--- config.mk ---
export PLATFORM = sky130hd
export DESIGN_NAME = bst_input_module
export DESIGN_NICKNAME = d
export VERILOG_FILES = /design/src/common/bst_pkg.sv /design/src/hw/bst_input_module.sv
export SDC_FILE = /design/constraint.sdc
export NUM_CORES = 1
export LEC_CHECK = 0
export ABC_AREA = 1
export BUFFER_PORTS_ARGS = -buffer_cell sky130_fd_sc_hd__buf_2
export CAP_MARGIN = 30
export CORE_MARGIN = 1
export CORE_UTILIZATION = 37
export DETAILED_ROUTE_END_ITERATION = 12
export PLACE_DENSITY_LB_ADDON = 0.12
export SLEW_MARGIN = 20
export SYNTH_ARGS = -nofsm -noshare
export SYNTH_HDL_FRONTEND = slang
export SYNTH_SLANG_ARGS = --single-unit
--- constraint.sdc ---
create_clock -name pclk -period 5.3 [get_ports pclk]
set_input_delay 0.265 -clock pclk [delete_from_list [all_inputs] [get_ports pclk]]
set_output_delay 0.265 -clock pclk [all_outputs]
set_load 0.05 [all_outputs]
--- src/common/bst_pkg.sv ---
// Summary of operation
// [RULE1] Sample streams at one selectable common rate
// [RULE2] Active set is 1,2,4,8,16 or 32; the code still applies any other mask and only flags it in mask_ok
// [RULE3] Inactive streams neither sampled nor carried
// [RULE4] Optional 64 and 128 MHz clock rates
// [RULE5] Stream clock is reference, at least rate
// [RULE6] Tick-marked bits are tagged on integer second
// [RULE7] Sender asserts tick with on-second bit
// [RULE8] Validity input carried onward uninterpreted
// [RULE9] Aux serial bytes, at most 2048 per second
// [RULE10] Two-way control path configures and monitors
// [RULE11] Control side sees second ticks for timing
// [RULE12] Messages leave between two adjacent ticks
// [RULE13] One control path may serve both modules
// [RULE14] Alternate, asynchronous tick replaces primary tick
// [RULE15] Epoch monitor pulse on each counter second
// [RULE16] One common tag for all streams
// [RULE17] Carried time recovers every bit's time
// [RULE18] All streams share one information rate
// [RULE19] Common clock and tick, stamp, send on
// [RULE20] Full feature set gives full compliance level
// [RULE21] Counter loads on tick, then counts cycles
// [RULE22] Set command acts on next tick
// [RULE23] Report counter value at next epoch pulse
// [RULE24] All inputs captured on same clock edge
package bst_pkg;
  localparam int NSTR = 32;
  localparam int AW = 8;
  // Register byte offsets
  localparam logic [7:0] OFS_CTRL = 8'h00;
  localparam logic [7:0] OFS_MASK = 8'h04;
  localparam logic [7:0] OFS_SETSEC = 8'h08;
  localparam logic [7:0] OFS_CPS = 8'h0C;
  localparam logic [7:0] OFS_SEC = 8'h10;
  localparam logic [7:0] OFS_SUB = 8'h14;
  localparam logic [7:0] OFS_STAT = 8'h18;
  localparam logic [7:0] OFS_REPREQ = 8'h1C;
  localparam logic [7:0] OFS_REPVAL = 8'h20;
  localparam logic [7:0] OFS_AUXCNT = 8'h24;
  localparam logic [7:0] OFS_BAUD = 8'h28;
  // Control fields
  localparam int C_TXEN = 0;
  localparam int C_ALT = 1;
  localparam int C_RATE_LO = 4;
  localparam int C_RATE_W = 3;
  localparam logic [2:0] RATE_MAX = 3'h6;
  // Status fields
  localparam int S_ARM = 0;
  localparam int S_TVAL = 1;
  localparam int S_TICK = 2;
  localparam int S_MOK = 3;
  localparam int S_REP = 4;
  localparam int S_OVF = 5;
  localparam int S_REQ = 6;
  // Reset values
  localparam logic [31:0] MASK_RST = 32'hFFFFFFFF;
  localparam logic [31:0] CTRL_RST = 32'h00000000;
  // Aux byte limit per second
  localparam logic [11:0] AUX_MAX = 12'h800;
  localparam int PH_W = 7;
  localparam int SYN_W = NSTR + 5;
  typedef enum logic [1:0] {BST_IDLE, BST_START, BST_DATA, BST_STOP} bst_rx_e;
endpackage : bst_pkg

--- src/hw/bst_input_module.sv ---
// Added by the designer: the placing of the registers and the APB interface to the registers.
`timescale 1ns/10ps
`default_nettype none
module bst_input_module #(
  parameter logic [31:0] CPS_RST = 32'd32000000,
  parameter logic [15:0] BAUD_RST = 16'd2170
) (
  input wire logic pclk,
  input wire logic presetn,
  input wire logic psel,
  input wire logic penable,
  input wire logic pwrite,
  input wire logic [7:0] paddr,
  input wire logic [31:0] pwdata,
  output logic [31:0] prdata,
  output logic pready,
  output logic pslverr,
  input wire logic stream_clk,
  input wire logic [31:0] input_bit_stream,
  input wire logic second_tick,
  input wire logic input_validity,
  input wire logic alternate_second_tick,
  input wire logic aux_serial_input,
  output logic tx_valid,
  output logic [31:0] tx_data,
  output logic [31:0] tx_second,
  output logic [31:0] tx_subsec,
  output logic tx_on_second,
  output logic tx_validity,
  output logic epoch_monitor_pulse,
  output logic aux_valid,
  output logic [7:0] aux_byte
);

  // Legal active sets hold a power-of-two count of streams
  function automatic logic mask_legal(input logic [31:0] m);
    logic [5:0] n;
    n = 6'h00;
    for (int i = 0; i < bst_pkg::NSTR; i++)
    begin
      n = n + {5'h00, m[i]};
    end
    return (n != 6'h00) && ((n & (n - 6'h01)) == 6'h00);
  endfunction : mask_legal

  ////////////////////////////////////////////////////////////////////////////
  // Input synchronisers: clock, streams, tick, validity, alt tick, aux line
  logic [bst_pkg::SYN_W-1:0] s1_q, s2_q, s3_q, f_q, f_d;
  logic clk_prev_q;
  // Aux line idles high; resetting it low would fake a start bit
  localparam logic [bst_pkg::SYN_W-1:0] SYN_IDLE = {1'b1, {(bst_pkg::SYN_W-1){1'b0}}};
  wire [bst_pkg::SYN_W-1:0] raw_in = {aux_serial_input, alternate_second_tick,
    input_validity, second_tick, stream_clk, input_bit_stream};
  // Change accepted only when stages two and three agree
  assign f_d = (s2_q & s3_q) | (f_q & (s2_q | s3_q));
  always_ff @(posedge pclk or negedge presetn)
  begin
    if (!presetn)
    begin
      s1_q <= SYN_IDLE;
      s2_q <= SYN_IDLE;
      s3_q <= SYN_IDLE;
      f_q <= SYN_IDLE;
      clk_prev_q <= 1'b0;
    end
    else
    begin
      s1_q <= raw_in;
      s2_q <= s1_q;
      s3_q <= s2_q;
      f_q <= f_d;
      clk_prev_q <= f_q[32];
    end
  end

  wire [31:0] str_in = f_q[31:0]; // [RULE20]
  wire s_clk = f_q[32];
  wire s_tick = f_q[33];
  wire s_valid = f_q[34];
  wire s_alt = f_q[35];
  wire s_rx = f_q[36];
  logic alt_prev_q;
  // Streams, tick and validity all taken on this one edge
  wire str_edge = s_clk & ~clk_prev_q; // [RULE24] [RULE5]
  wire alt_rise = s_alt & ~alt_prev_q;

  ////////////////////////////////////////////////////////////////////////////
  // Control and status registers
  logic [31:0] ctrl_q, mask_q, setsec_q, cps_q, repval_q;
  logic [15:0] baud_q;
  logic arm_q, tval_q, tick_seen_q, rep_req_q, rep_rdy_q, ovf_q;
  logic [31:0] sec_q, sub_q;
  logic [11:0] auxcnt_q;
  wire tx_en = ctrl_q[bst_pkg::C_TXEN];
  wire alt_sel = ctrl_q[bst_pkg::C_ALT]; // [RULE14]
  wire [2:0] rate_raw = ctrl_q[bst_pkg::C_RATE_LO +: bst_pkg::C_RATE_W];
  // Codes above the top ratio clamp; 64/128 MHz clocks need the big ratios
  wire [2:0] rate = (rate_raw > bst_pkg::RATE_MAX) ? bst_pkg::RATE_MAX : rate_raw; // [RULE4]
  wire mask_ok = mask_legal(mask_q); // [RULE2]

  wire wr_acc = psel & penable & pwrite & pready;
  wire rd_setup = psel & ~penable;
  wire w_ctrl = wr_acc & (paddr == bst_pkg::OFS_CTRL);
  wire w_mask = wr_acc & (paddr == bst_pkg::OFS_MASK);
  wire w_set = wr_acc & (paddr == bst_pkg::OFS_SETSEC);
  wire w_cps = wr_acc & (paddr == bst_pkg::OFS_CPS);
  wire w_stat = wr_acc & (paddr == bst_pkg::OFS_STAT);
  wire w_rep = wr_acc & (paddr == bst_pkg::OFS_REPREQ);
  wire w_baud = wr_acc & (paddr == bst_pkg::OFS_BAUD);

  ////////////////////////////////////////////////////////////////////////////
  // Observe-time counter and sampling
  logic [bst_pkg::PH_W-1:0] ph_q;
  wire prim_load = str_edge & s_tick & arm_q & ~alt_sel; // [RULE22]
  wire alt_load = alt_rise & arm_q & alt_sel; // [RULE14]
  wire tick_evt = (str_edge & s_tick & ~alt_sel) | (alt_rise & alt_sel); // [RULE11]
  // Tag for the bit taken on this edge: one tag for every stream
  wire [31:0] tag_sec = prim_load ? setsec_q : sec_q; // [RULE16]
  wire [31:0] tag_sub = prim_load ? 32'h0 : sub_q;
  wire [31:0] sub_inc = tag_sub + 32'h1;
  wire sub_wrap = (sub_inc >= cps_q);
  wire [bst_pkg::PH_W-1:0] rate_mask = ~({bst_pkg::PH_W{1'b1}} << rate);
  // Decimated sample; a load restarts the phase so the tick bit is taken
  wire take = str_edge & (prim_load | ((ph_q & rate_mask) == '0)); // [RULE1] [RULE18]
  wire epoch_d = str_edge & (tval_q | prim_load) & (tag_sub == 32'h0); // [RULE15]

  // Counter keeps time only by stream clock cycles once set
  always_ff @(posedge pclk or negedge presetn)
  begin
    if (!presetn)
    begin
      sec_q <= '0;
      sub_q <= '0;
      ph_q <= '0;
      tval_q <= 1'b0;
      arm_q <= 1'b0;
      alt_prev_q <= 1'b0;
    end
    else
    begin
      alt_prev_q <= s_alt;
      if (alt_load)
      begin
        sec_q <= setsec_q; // [RULE21]
        sub_q <= '0;
      end
      else if (str_edge)
      begin
        sec_q <= sub_wrap ? tag_sec + 32'h1 : tag_sec; // [RULE21]
        sub_q <= sub_wrap ? 32'h0 : sub_inc;
      end
      if (prim_load)
        ph_q <= {{(bst_pkg::PH_W-1){1'b0}}, 1'b1};
      else if (alt_load)
        ph_q <= '0;
      else if (str_edge)
        ph_q <= ph_q + 1'b1;
      if (prim_load | alt_load)
        tval_q <= 1'b1;
      // Load wins over a fresh arm in the same cycle; later ticks ignored
      if (prim_load | alt_load)
        arm_q <= 1'b0; // [RULE22]
      else if (w_set)
        arm_q <= 1'b1;
    end
  end

  ////////////////////////////////////////////////////////////////////////////
  // Transport output: active streams, common tag, tick mark, validity
  always_ff @(posedge pclk or negedge presetn)
  begin
    if (!presetn)
    begin
      tx_valid <= 1'b0;
      tx_data <= '0;
      tx_second <= '0;
      tx_subsec <= '0;
      tx_on_second <= 1'b0;
      tx_validity <= 1'b0;
      epoch_monitor_pulse <= 1'b0;
    end
    else
    begin
      tx_valid <= take & tx_en; // [RULE19]
      epoch_monitor_pulse <= epoch_d; // [RULE15]
      if (take)
      begin
        tx_data <= str_in & mask_q; // [RULE3]
        tx_second <= tag_sec; // [RULE17]
        tx_subsec <= tag_sub; // [RULE17]
        tx_on_second <= s_tick; // [RULE6]
        tx_validity <= s_valid; // [RULE8]
      end
    end
  end

  ////////////////////////////////////////////////////////////////////////////
  // Aux serial receiver, 8 data bits, one stop bit
  bst_pkg::bst_rx_e rx_st_q;
  logic [15:0] rx_cnt_q;
  logic [2:0] rx_bit_q;
  logic [7:0] rx_sh_q;
  wire rx_tick = (rx_cnt_q == 16'h0);
  wire [15:0] half_baud = {1'b0, baud_q[15:1]};
  wire aux_done = (rx_st_q == bst_pkg::BST_STOP) & rx_tick & s_rx;
  wire aux_cnt_clr = str_edge & s_tick; // Per-second byte count clears on each primary tick
  always_ff @(posedge pclk or negedge presetn)
  begin
    if (!presetn)
    begin
      rx_st_q <= bst_pkg::BST_IDLE;
      rx_cnt_q <= '0;
      rx_bit_q <= '0;
      rx_sh_q <= '0;
      aux_valid <= 1'b0;
      aux_byte <= '0;
      auxcnt_q <= '0;
    end
    else
    begin
      rx_cnt_q <= rx_tick ? baud_q : rx_cnt_q - 16'h1;
      aux_valid <= aux_done; // [RULE9]
      if (aux_done)
        aux_byte <= rx_sh_q;
      // Counter saturates; overflow is flagged separately
      if (aux_cnt_clr)
        auxcnt_q <= '0;
      else if (aux_done && auxcnt_q != bst_pkg::AUX_MAX)
        auxcnt_q <= auxcnt_q + 12'h1; // [RULE9]
      case (rx_st_q)
        bst_pkg::BST_IDLE:
          if (!s_rx)
          begin
            rx_st_q <= bst_pkg::BST_START;
            rx_cnt_q <= half_baud;
          end
        bst_pkg::BST_START:
          if (rx_tick)
            rx_st_q <= s_rx ? bst_pkg::BST_IDLE : bst_pkg::BST_DATA;
        bst_pkg::BST_DATA:
          if (rx_tick)
          begin
            rx_sh_q <= {s_rx, rx_sh_q[7:1]};
            rx_bit_q <= rx_bit_q + 3'h1;
            if (rx_bit_q == 3'h7)
              rx_st_q <= bst_pkg::BST_STOP;
          end
        bst_pkg::BST_STOP:
          if (rx_tick)
            rx_st_q <= bst_pkg::BST_IDLE;
        default:
          rx_st_q <= bst_pkg::BST_IDLE;
      endcase
    end
  end

  ////////////////////////////////////////////////////////////////////////////
  // Register writes; hardware set beats software clear on sticky flags
  always_ff @(posedge pclk or negedge presetn)
  begin
    if (!presetn)
    begin
      ctrl_q <= bst_pkg::CTRL_RST;
      mask_q <= bst_pkg::MASK_RST;
      setsec_q <= '0;
      cps_q <= CPS_RST;
      baud_q <= BAUD_RST;
      tick_seen_q <= 1'b0;
      rep_req_q <= 1'b0;
      rep_rdy_q <= 1'b0;
      repval_q <= '0;
      ovf_q <= 1'b0;
    end
    else
    begin
      if (w_ctrl)
        ctrl_q <= pwdata;
      if (w_mask)
        mask_q <= pwdata;
      if (w_set)
        setsec_q <= pwdata;
      if (w_cps)
        cps_q <= pwdata;
      if (w_baud)
        baud_q <= pwdata[15:0];
      if (tick_evt)
        tick_seen_q <= 1'b1; // [RULE11]
      else if (w_stat && pwdata[bst_pkg::S_TICK])
        tick_seen_q <= 1'b0;
      if (aux_done && auxcnt_q == bst_pkg::AUX_MAX)
        ovf_q <= 1'b1;
      else if (w_stat && pwdata[bst_pkg::S_OVF])
        ovf_q <= 1'b0;
      // Report the counter at the next epoch pulse after the request
      if (epoch_d && rep_req_q)
      begin
        repval_q <= tag_sec; // [RULE23] [RULE12]
        rep_rdy_q <= 1'b1;
        rep_req_q <= 1'b0;
      end
      else if (w_rep)
      begin
        rep_req_q <= 1'b1;
        rep_rdy_q <= 1'b0;
      end
    end
  end

  ////////////////////////////////////////////////////////////////////////////
  // Read mux; registered in the setup cycle so prdata comes straight from a flop with no wait state
  wire [31:0] stat_w = {25'h0, rep_req_q, ovf_q, rep_rdy_q, mask_ok,
    tick_seen_q, tval_q, arm_q}; // [RULE10] [RULE13]
  wire hit = (paddr == bst_pkg::OFS_CTRL) | (paddr == bst_pkg::OFS_MASK) |
    (paddr == bst_pkg::OFS_SETSEC) | (paddr == bst_pkg::OFS_CPS) |
    (paddr == bst_pkg::OFS_SEC) | (paddr == bst_pkg::OFS_SUB) |
    (paddr == bst_pkg::OFS_STAT) | (paddr == bst_pkg::OFS_REPREQ) |
    (paddr == bst_pkg::OFS_REPVAL) | (paddr == bst_pkg::OFS_AUXCNT) |
    (paddr == bst_pkg::OFS_BAUD);
  logic [31:0] rd_mux;
  always_comb
  begin
    case (paddr)
      bst_pkg::OFS_CTRL: rd_mux = ctrl_q;
      bst_pkg::OFS_MASK: rd_mux = mask_q;
      bst_pkg::OFS_SETSEC: rd_mux = setsec_q;
      bst_pkg::OFS_CPS: rd_mux = cps_q;
      bst_pkg::OFS_SEC: rd_mux = sec_q;
      bst_pkg::OFS_SUB: rd_mux = sub_q;
      bst_pkg::OFS_STAT: rd_mux = stat_w;
      bst_pkg::OFS_REPVAL: rd_mux = repval_q;
      bst_pkg::OFS_AUXCNT: rd_mux = {20'h0, auxcnt_q};
      bst_pkg::OFS_BAUD: rd_mux = {16'h0, baud_q};
      default: rd_mux = 32'h0;
    endcase
  end

  // APB answer
  always_ff @(posedge pclk or negedge presetn)
  begin
    if (!presetn)
    begin
      pready <= 1'b0;
      prdata <= '0;
      pslverr <= 1'b0;
    end
    else
    begin
      pready <= rd_setup;
      if (rd_setup)
      begin
        prdata <= pwrite ? 32'h0 : rd_mux;
        pslverr <= ~hit;
      end
    end
  end
endmodule : bst_input_module
`default_nettype wire

* After elaboration in Yosys (flattened, before gate mapping)
Cells that the tools add are included.
** Cells by class
- Reductions and logical operators :: 22
- Mux-type cells :: 36
- Magnitude comparators :: 2
- Equality and inequality tests :: 21
- Shift-type cells :: 1
- Bitwise logic cells :: 53
- Add/sub/neg operators :: 38
** Operators by type and width (count)
- $pmux W32 S10 :: 1
- $mux W32 :: 9
- $add A6 B1 Y6 :: 26
- $and A37 B37 Y37 :: 2
- $or A37 B37 Y37 :: 2
- $add A32 B1 Y32 const B :: 2
- $mux W16 :: 3
- $and A32 B32 Y32 :: 1
- $eq A8 B5 Y1 const B :: 4
- $ge A32 B32 Y1 :: 1
- $logic_not A32 Y1 :: 1
- $and A1 B1 Y1 :: 26
- $eq A8 B6 Y1 const B :: 3
- $mux W12 :: 2
- $mux W7 :: 3
- $eq A8 B4 Y1 const B :: 2
- $logic_not A16 Y1 :: 1
- $sub A16 B1 Y16 const B :: 1
- $or A1 B1 Y1 :: 14
- $add A12 B1 Y12 const B :: 1
- $eq A12 B12 Y1 const B :: 1
- $mux W2 :: 6
- $ne A12 B12 Y1 const B :: 1
- $reduce_bool A2 Y1 :: 6
- other kinds (31) :: 54
** Word-level totals
- Input bits :: 82
- Register bits :: 587
- Word-level logic and storage cells :: 211

* Depth between registers and ports, before layout
- Word-level depth :: 37
- Gate-level depth with buffers :: 32
- Depth with buffers taken out :: 28

* Worst setup path after synthesis
No wires, ideal clock.
- Path kind :: flip-flop to flip-flop
- From :: register mask_q[5]
- To :: register prdata[3]
- Data arrival time :: 5.033 ns
- Slack :: 0.149 ns
- Required time :: 5.182 ns
- Cell stages (with the launch flop) :: 21
- Clock period less this slack :: 5.151 ns
- Cells stage by stage :: dfstp_2 > inv_1 > fa_1 > inv_1 > fa_1 > fa_1 > fa_1 > fa_1 > inv_1 > fa_1 > inv_1 > ha_1 > fa_1 > xor2_1 > nor3_1 > nand3_1 > xor2_1 > nand2_1 > nand2_1 > nand2_1 > nand2_1
** On the way
- Cells in the longest elaborated chain, start to end :: 33
- Elaborated cells between the ends (all ways) :: 34
** RTL lines
- start, declared :: line bst_input_module.sv:89 : logic [31:0] ctrl_q, mask_q, setsec_q, cps_q, repval_q;
- start signal, assigned :: line bst_input_module.sv:264 : mask_q <= bst_pkg::MASK_RST;
- start signal, assigned :: line bst_input_module.sv:279 : mask_q <= pwdata;
- $add A5 B1 Y6 (*) :: line bst_input_module.sv:41 : n = n + {5'h00, m[i]};
- $add A6 B1 Y6 (*) (26 in series) :: line bst_input_module.sv:41
- $sub A6 B1 Y6 :: line bst_input_module.sv:43 : return (n != 6'h00) && ((n & (n - 6'h01)) == 6'h00);
- $and A6 B6 Y6 :: line bst_input_module.sv:43
- $logic_not A6 Y1 :: line bst_input_module.sv:43
- $logic_and A1 B1 Y1 (*) :: line bst_input_module.sv:43
- $pmux W32 S10 (*) :: line bst_input_module.sv:322 : case (paddr)
- $mux W32 (*) :: line bst_input_module.sv:351 : prdata <= pwrite ? 32'h0 : rd_mux;
- end signal, assigned :: line bst_input_module.sv:351
- end, declared :: line bst_input_module.sv:15 : output logic [31:0] prdata,
Mark *: on every way between the ends. The rest lies on a longest branch, timed or not.
A chain may end at the register's enable or synchronous reset.

* Worst setup path in the final report
- From :: register mask_q[9]
- To :: register prdata[3]
** On the way
- Cells in the longest elaborated chain, start to end :: 29
- Elaborated cells between the ends (all ways) :: 30
** RTL lines (line)
- $add A6 B1 Y6 (*) (23 in series) :: bst_input_module.sv:41
- $sub A6 B1 Y6 :: bst_input_module.sv:43
- $and A6 B6 Y6 :: bst_input_module.sv:43
- $logic_not A6 Y1 :: bst_input_module.sv:43
- $logic_and A1 B1 Y1 (*) :: bst_input_module.sv:43
- $pmux W32 S10 (*) :: bst_input_module.sv:322
- $mux W32 (*) :: bst_input_module.sv:351
Marked as above.

==> summary.txt <==
First-pass GRT wire length -> 140.1 mm
Root Buffer -> clkbuf_16
Post-Synth XOR/XNOR Area -> 0.01136
Internal power -> 0.008313 W
Nature of the critical path endpoint -> flop
Leakage -> 15.00 nW
Data arrival time of the critical path -> 5.78 ns
Fraction of the cycle the final worst path needs -> 0.9956
Largest family of logic cells by synthesized area -> simple AND/OR/NAND/NOR gates
Synth Warn # -> 0
Clock power frac -> 0.426
Rel. slew slack -> 0.2954
DR WL/cell -> 21.33 um
DR DRC count -> 0
Port bufs -> 224
Final Non-Filler Cells -> 4343
Post-synth EDFFs -> 0
Final setup violation count -> 0
Commonest non-fill, non-tap cell in the layout -> nand2_1
# nets final -> 3492
Worst-path fanout max -> 2
Post-synthesis cell count -> 3053
Synth Area in Compound Gates -> 0.1321
Most frequent cells in the layout -> nand2_1 (785), dfrtp_1 (537), o21ai_0 (395), inv_1 (386), buf_2 (225)
Status -> completed
# IOs -> 225
Die Area -> 74020 um^2
DRT iter0 DRCs -> 1998
Slowest cell on crit path -> fa_1
Fin crit period -> 5.277 ns
H-tree levels -> 3
Top_reg_cell synth -> dfrtp_1
Seq/Total Area, Yosys -> 0.5456
Setup Crit Path Kind -> flop to flop
Sequential share of power -> 0.427
DP Cell Count -> 4168
Critical Path Source Type -> flop
Routed wire length -> 92.63 mm
Die width -> 272.1 um
Simple-gate share of the synthesized area -> 0.1808
RD Place Congestion -> 0.9186
Clock transition at the registers of the reported paths -> 0.06 ns
Chip height -> 272.1 um
Pin count of the biggest net entering global routing -> 176
Area growth, synth to finish -> 19.53%
Hold Path Class -> primary input to flop
Largest stage delay, worst path -> 0.56 ns
Longest Clk Path Bufs -> 3
Vias in the first global route -> 22310
Netlist cell types -> 56
Adder-cell share of the synthesized area -> 0.05424
Final Util -> 0.4490
Clock Latency Late Sink -> 0.62 ns
# fillers -> 7087
VDD IR max -> 0.0002787 V
Final hold violation count -> 0
Net Sw Frac -> 0.2872
Synth Cell Area -> 26990 um^2
FMAX -> 189.5 MHz
Number of vias per cell -> 5.198
CTS tree -> done
Initial Util -> 0.3756
Gr ovfl total -> 0
Multiplexer share of the synthesized area -> 0.0008345
Worst-Margin Slew -> 1.057 ns
RSZ-0062 raised after global routing -> yes
Combinational Power Share -> 0.147
Crit path cell chain -> inv_1, fa_1, inv_1, fa_1, fa_1, fa_1, fa_1, inv_1, fa_1, inv_1, ha_2, fa_2, a21oi_2, o21ai_1, xor2_1, nand3_1, xor2_1, nand2_1, nand2_1, nand2_1, nand2_1
Fraction of registers with async set/reset -> 1.000
Seq cells post-synth -> 586
# Max-Cap Violations -> 0
CORE AREA -> 71850 um^2
Fraction of layout cells with a size suffix above 1 -> 0.1489
Total clock buffers created by CTS -> 69
P per Cell Area -> 361.5 nW/um^2
CP top delay family -> adder cells
DRT antenna net count -> 0
# clock sinks -> 586
Syn_area_per_cell -> 8.840 um^2
Initial antenna violation count -> 6
Sum of buffers and inverters on the critical path -> 4
Core Rows -> 98
Post-CTS Setup Bufs -> 0
Cell repeated most along the worst path -> fa_1
Via count -> 22570
WP data required -> 5.81 ns
Syn Nets -> 3208
GRT Total Usage -> 0.2512
DP HPWL -> 67.71 mm
Slew Viols, Final -> 0
Clk_skew -> 0.03522 ns
P_sw -> 0.003350 W
First-pass iteration count of the detailed router -> 6
## worst paths after layout
check                      slack, ns             startpoint                  endpoint  cells after the start
setup / recovery                0.02  mask_q[9]$_DFFE_PN1P_     prdata[3]$_DFFE_PN0P_                     21
hold / removal                  0.02             pwdata[25]  setsec_q[25]$_DFFE_PN0P_                      3
setup reg to reg                0.02  mask_q[9]$_DFFE_PN1P_     prdata[3]$_DFFE_PN0P_                     21
hold reg to reg                 0.34     s1_q[27]$_DFF_PN0_        s2_q[27]$_DFF_PN0_                      0
max in group asynchronous       3.63                presetn   tx_data[18]$_DFFE_PN0P_                      3
min in group asynchronous       0.21                presetn   aux_byte[3]$_DFFE_PN0P_                      2
## metrics by stage
step	TNS [ns]	worst slack, ns	power [W]	hold WS (ns)	cell area, um^2
after floorplan	0	0.1490	0.006090	-0.03059	26990
after global placement	-0.06732	-0.06732	0.006676	0.2894	29290
after detailed placement	-0.1401	-0.1401	0.006726	0.2924	29350
after CTS	0	0.007076	0.01177	0.002451	32210
after global routing	-0.2194	-0.2194	0.01217	0.02387	32260
final	0	0.02330	0.01166	0.01841	32260
## power by group through the flow
stage | Clock, W | Combinational (W) | Sequential (W)
floorplan | 0 | 0.000852 | 0.00524
global placement | 0 | 0.00163 | 0.00505
detailed placement | 0 | 0.00167 | 0.00505
CTS | 0.00509 | 0.00170 | 0.00498
global route | 0.00527 | 0.00188 | 0.00502
finish | 0.00497 | 0.00171 | 0.00498
## cell families (layout without fill, tap and decap cells)
group	after synthesis	count (layout)
adders and majority gates	110	110
AOI/OAI and AO/OA	639	639
muxes	2	2
DFF	586	586
other	0	1
and+or+nand+nor	1169	1169
buffers and inverters	512	851
xor gates and xnor gates	35	35
## cell usage after synthesis, types with 9 or more instances
cell type / count / share of area
nor2_1: 137 / 0.019
nor4_1: 9 / 0.0021
buf_6: 10 / 0.0042
inv_1: 386 / 0.054
ha_1: 49 / 0.023
maj3_1: 37 / 0.014
o22ai_1: 73 / 0.017
o211ai_1: 10 / 0.0028
o21ai_1: 19 / 0.0035
buf_2: 10 / 0.0019
dfstp_2: 49 / 0.048
a221oi_1: 29 / 0.0094
o21ai_0: 396 / 0.073
a21oi_1: 68 / 0.013
dfrtp_1: 537 / 0.50
nand2_1: 789 / 0.11
fa_1: 24 / 0.018
nand4_1: 39 / 0.0090
xor2_1: 31 / 0.010
nor2_2: 18 / 0.0042
nand3_1: 104 / 0.019
clkbuf_1: 89 / 0.012
buf_1: 9 / 0.0013
nor3_1: 42 / 0.0078
## state kept, by name, summed over array words and instances, names as in the netlist, 3 cells and up, named ones only
register	count
repval_q	32
aux_byte	8
auxcnt_q	12
s2_q	37
baud_q	16
rx_cnt_q	16
setsec_q	32
tx_second	32
sec_q	32
tx_data	32
prdata	32
sub_q	32
rx_sh_q	8
ctrl_q	32
s3_q	37
cps_q	32
f_q	37
ph_q	6
s1_q	37
rx_bit_q	3
tx_subsec	32
mask_q	32
## cell type report
cell class,instances,area (um^2),area share
antenna,1,2.502,0.00007757
clock buffer,104,2061,0.06388
clock inverter,22,326.6,0.01012
inverter,392,1471,0.04561
multi-input combinational,1955,10290,0.3191
sequential,586,14730,0.4565
tap,950,1189,0.03685
timing repair buffer,333,2190,0.06787
## what timing repair did
item                                    CTS  global route
endpoints found under the setup margin    1             1
pin swaps                                 9             1
resized for setup                         5             0
endpoints found under the hold margin   112             0
hold buffers                             46             0
## layer usage
metal | wire, um | track usage
met5 | 0 | 0
met2 | 44020 | 0.4158
met1 | 40410 | 0.3394
met4 | 2980 | 0.08545
met3 | 5219 | 0.03271
## worst min-delay path, cell delays in order
cell and delay, ns:
buf_2 0.07, inv_1 0.07, o21ai_0 0.16
Power figures use the tool's default switching activity.
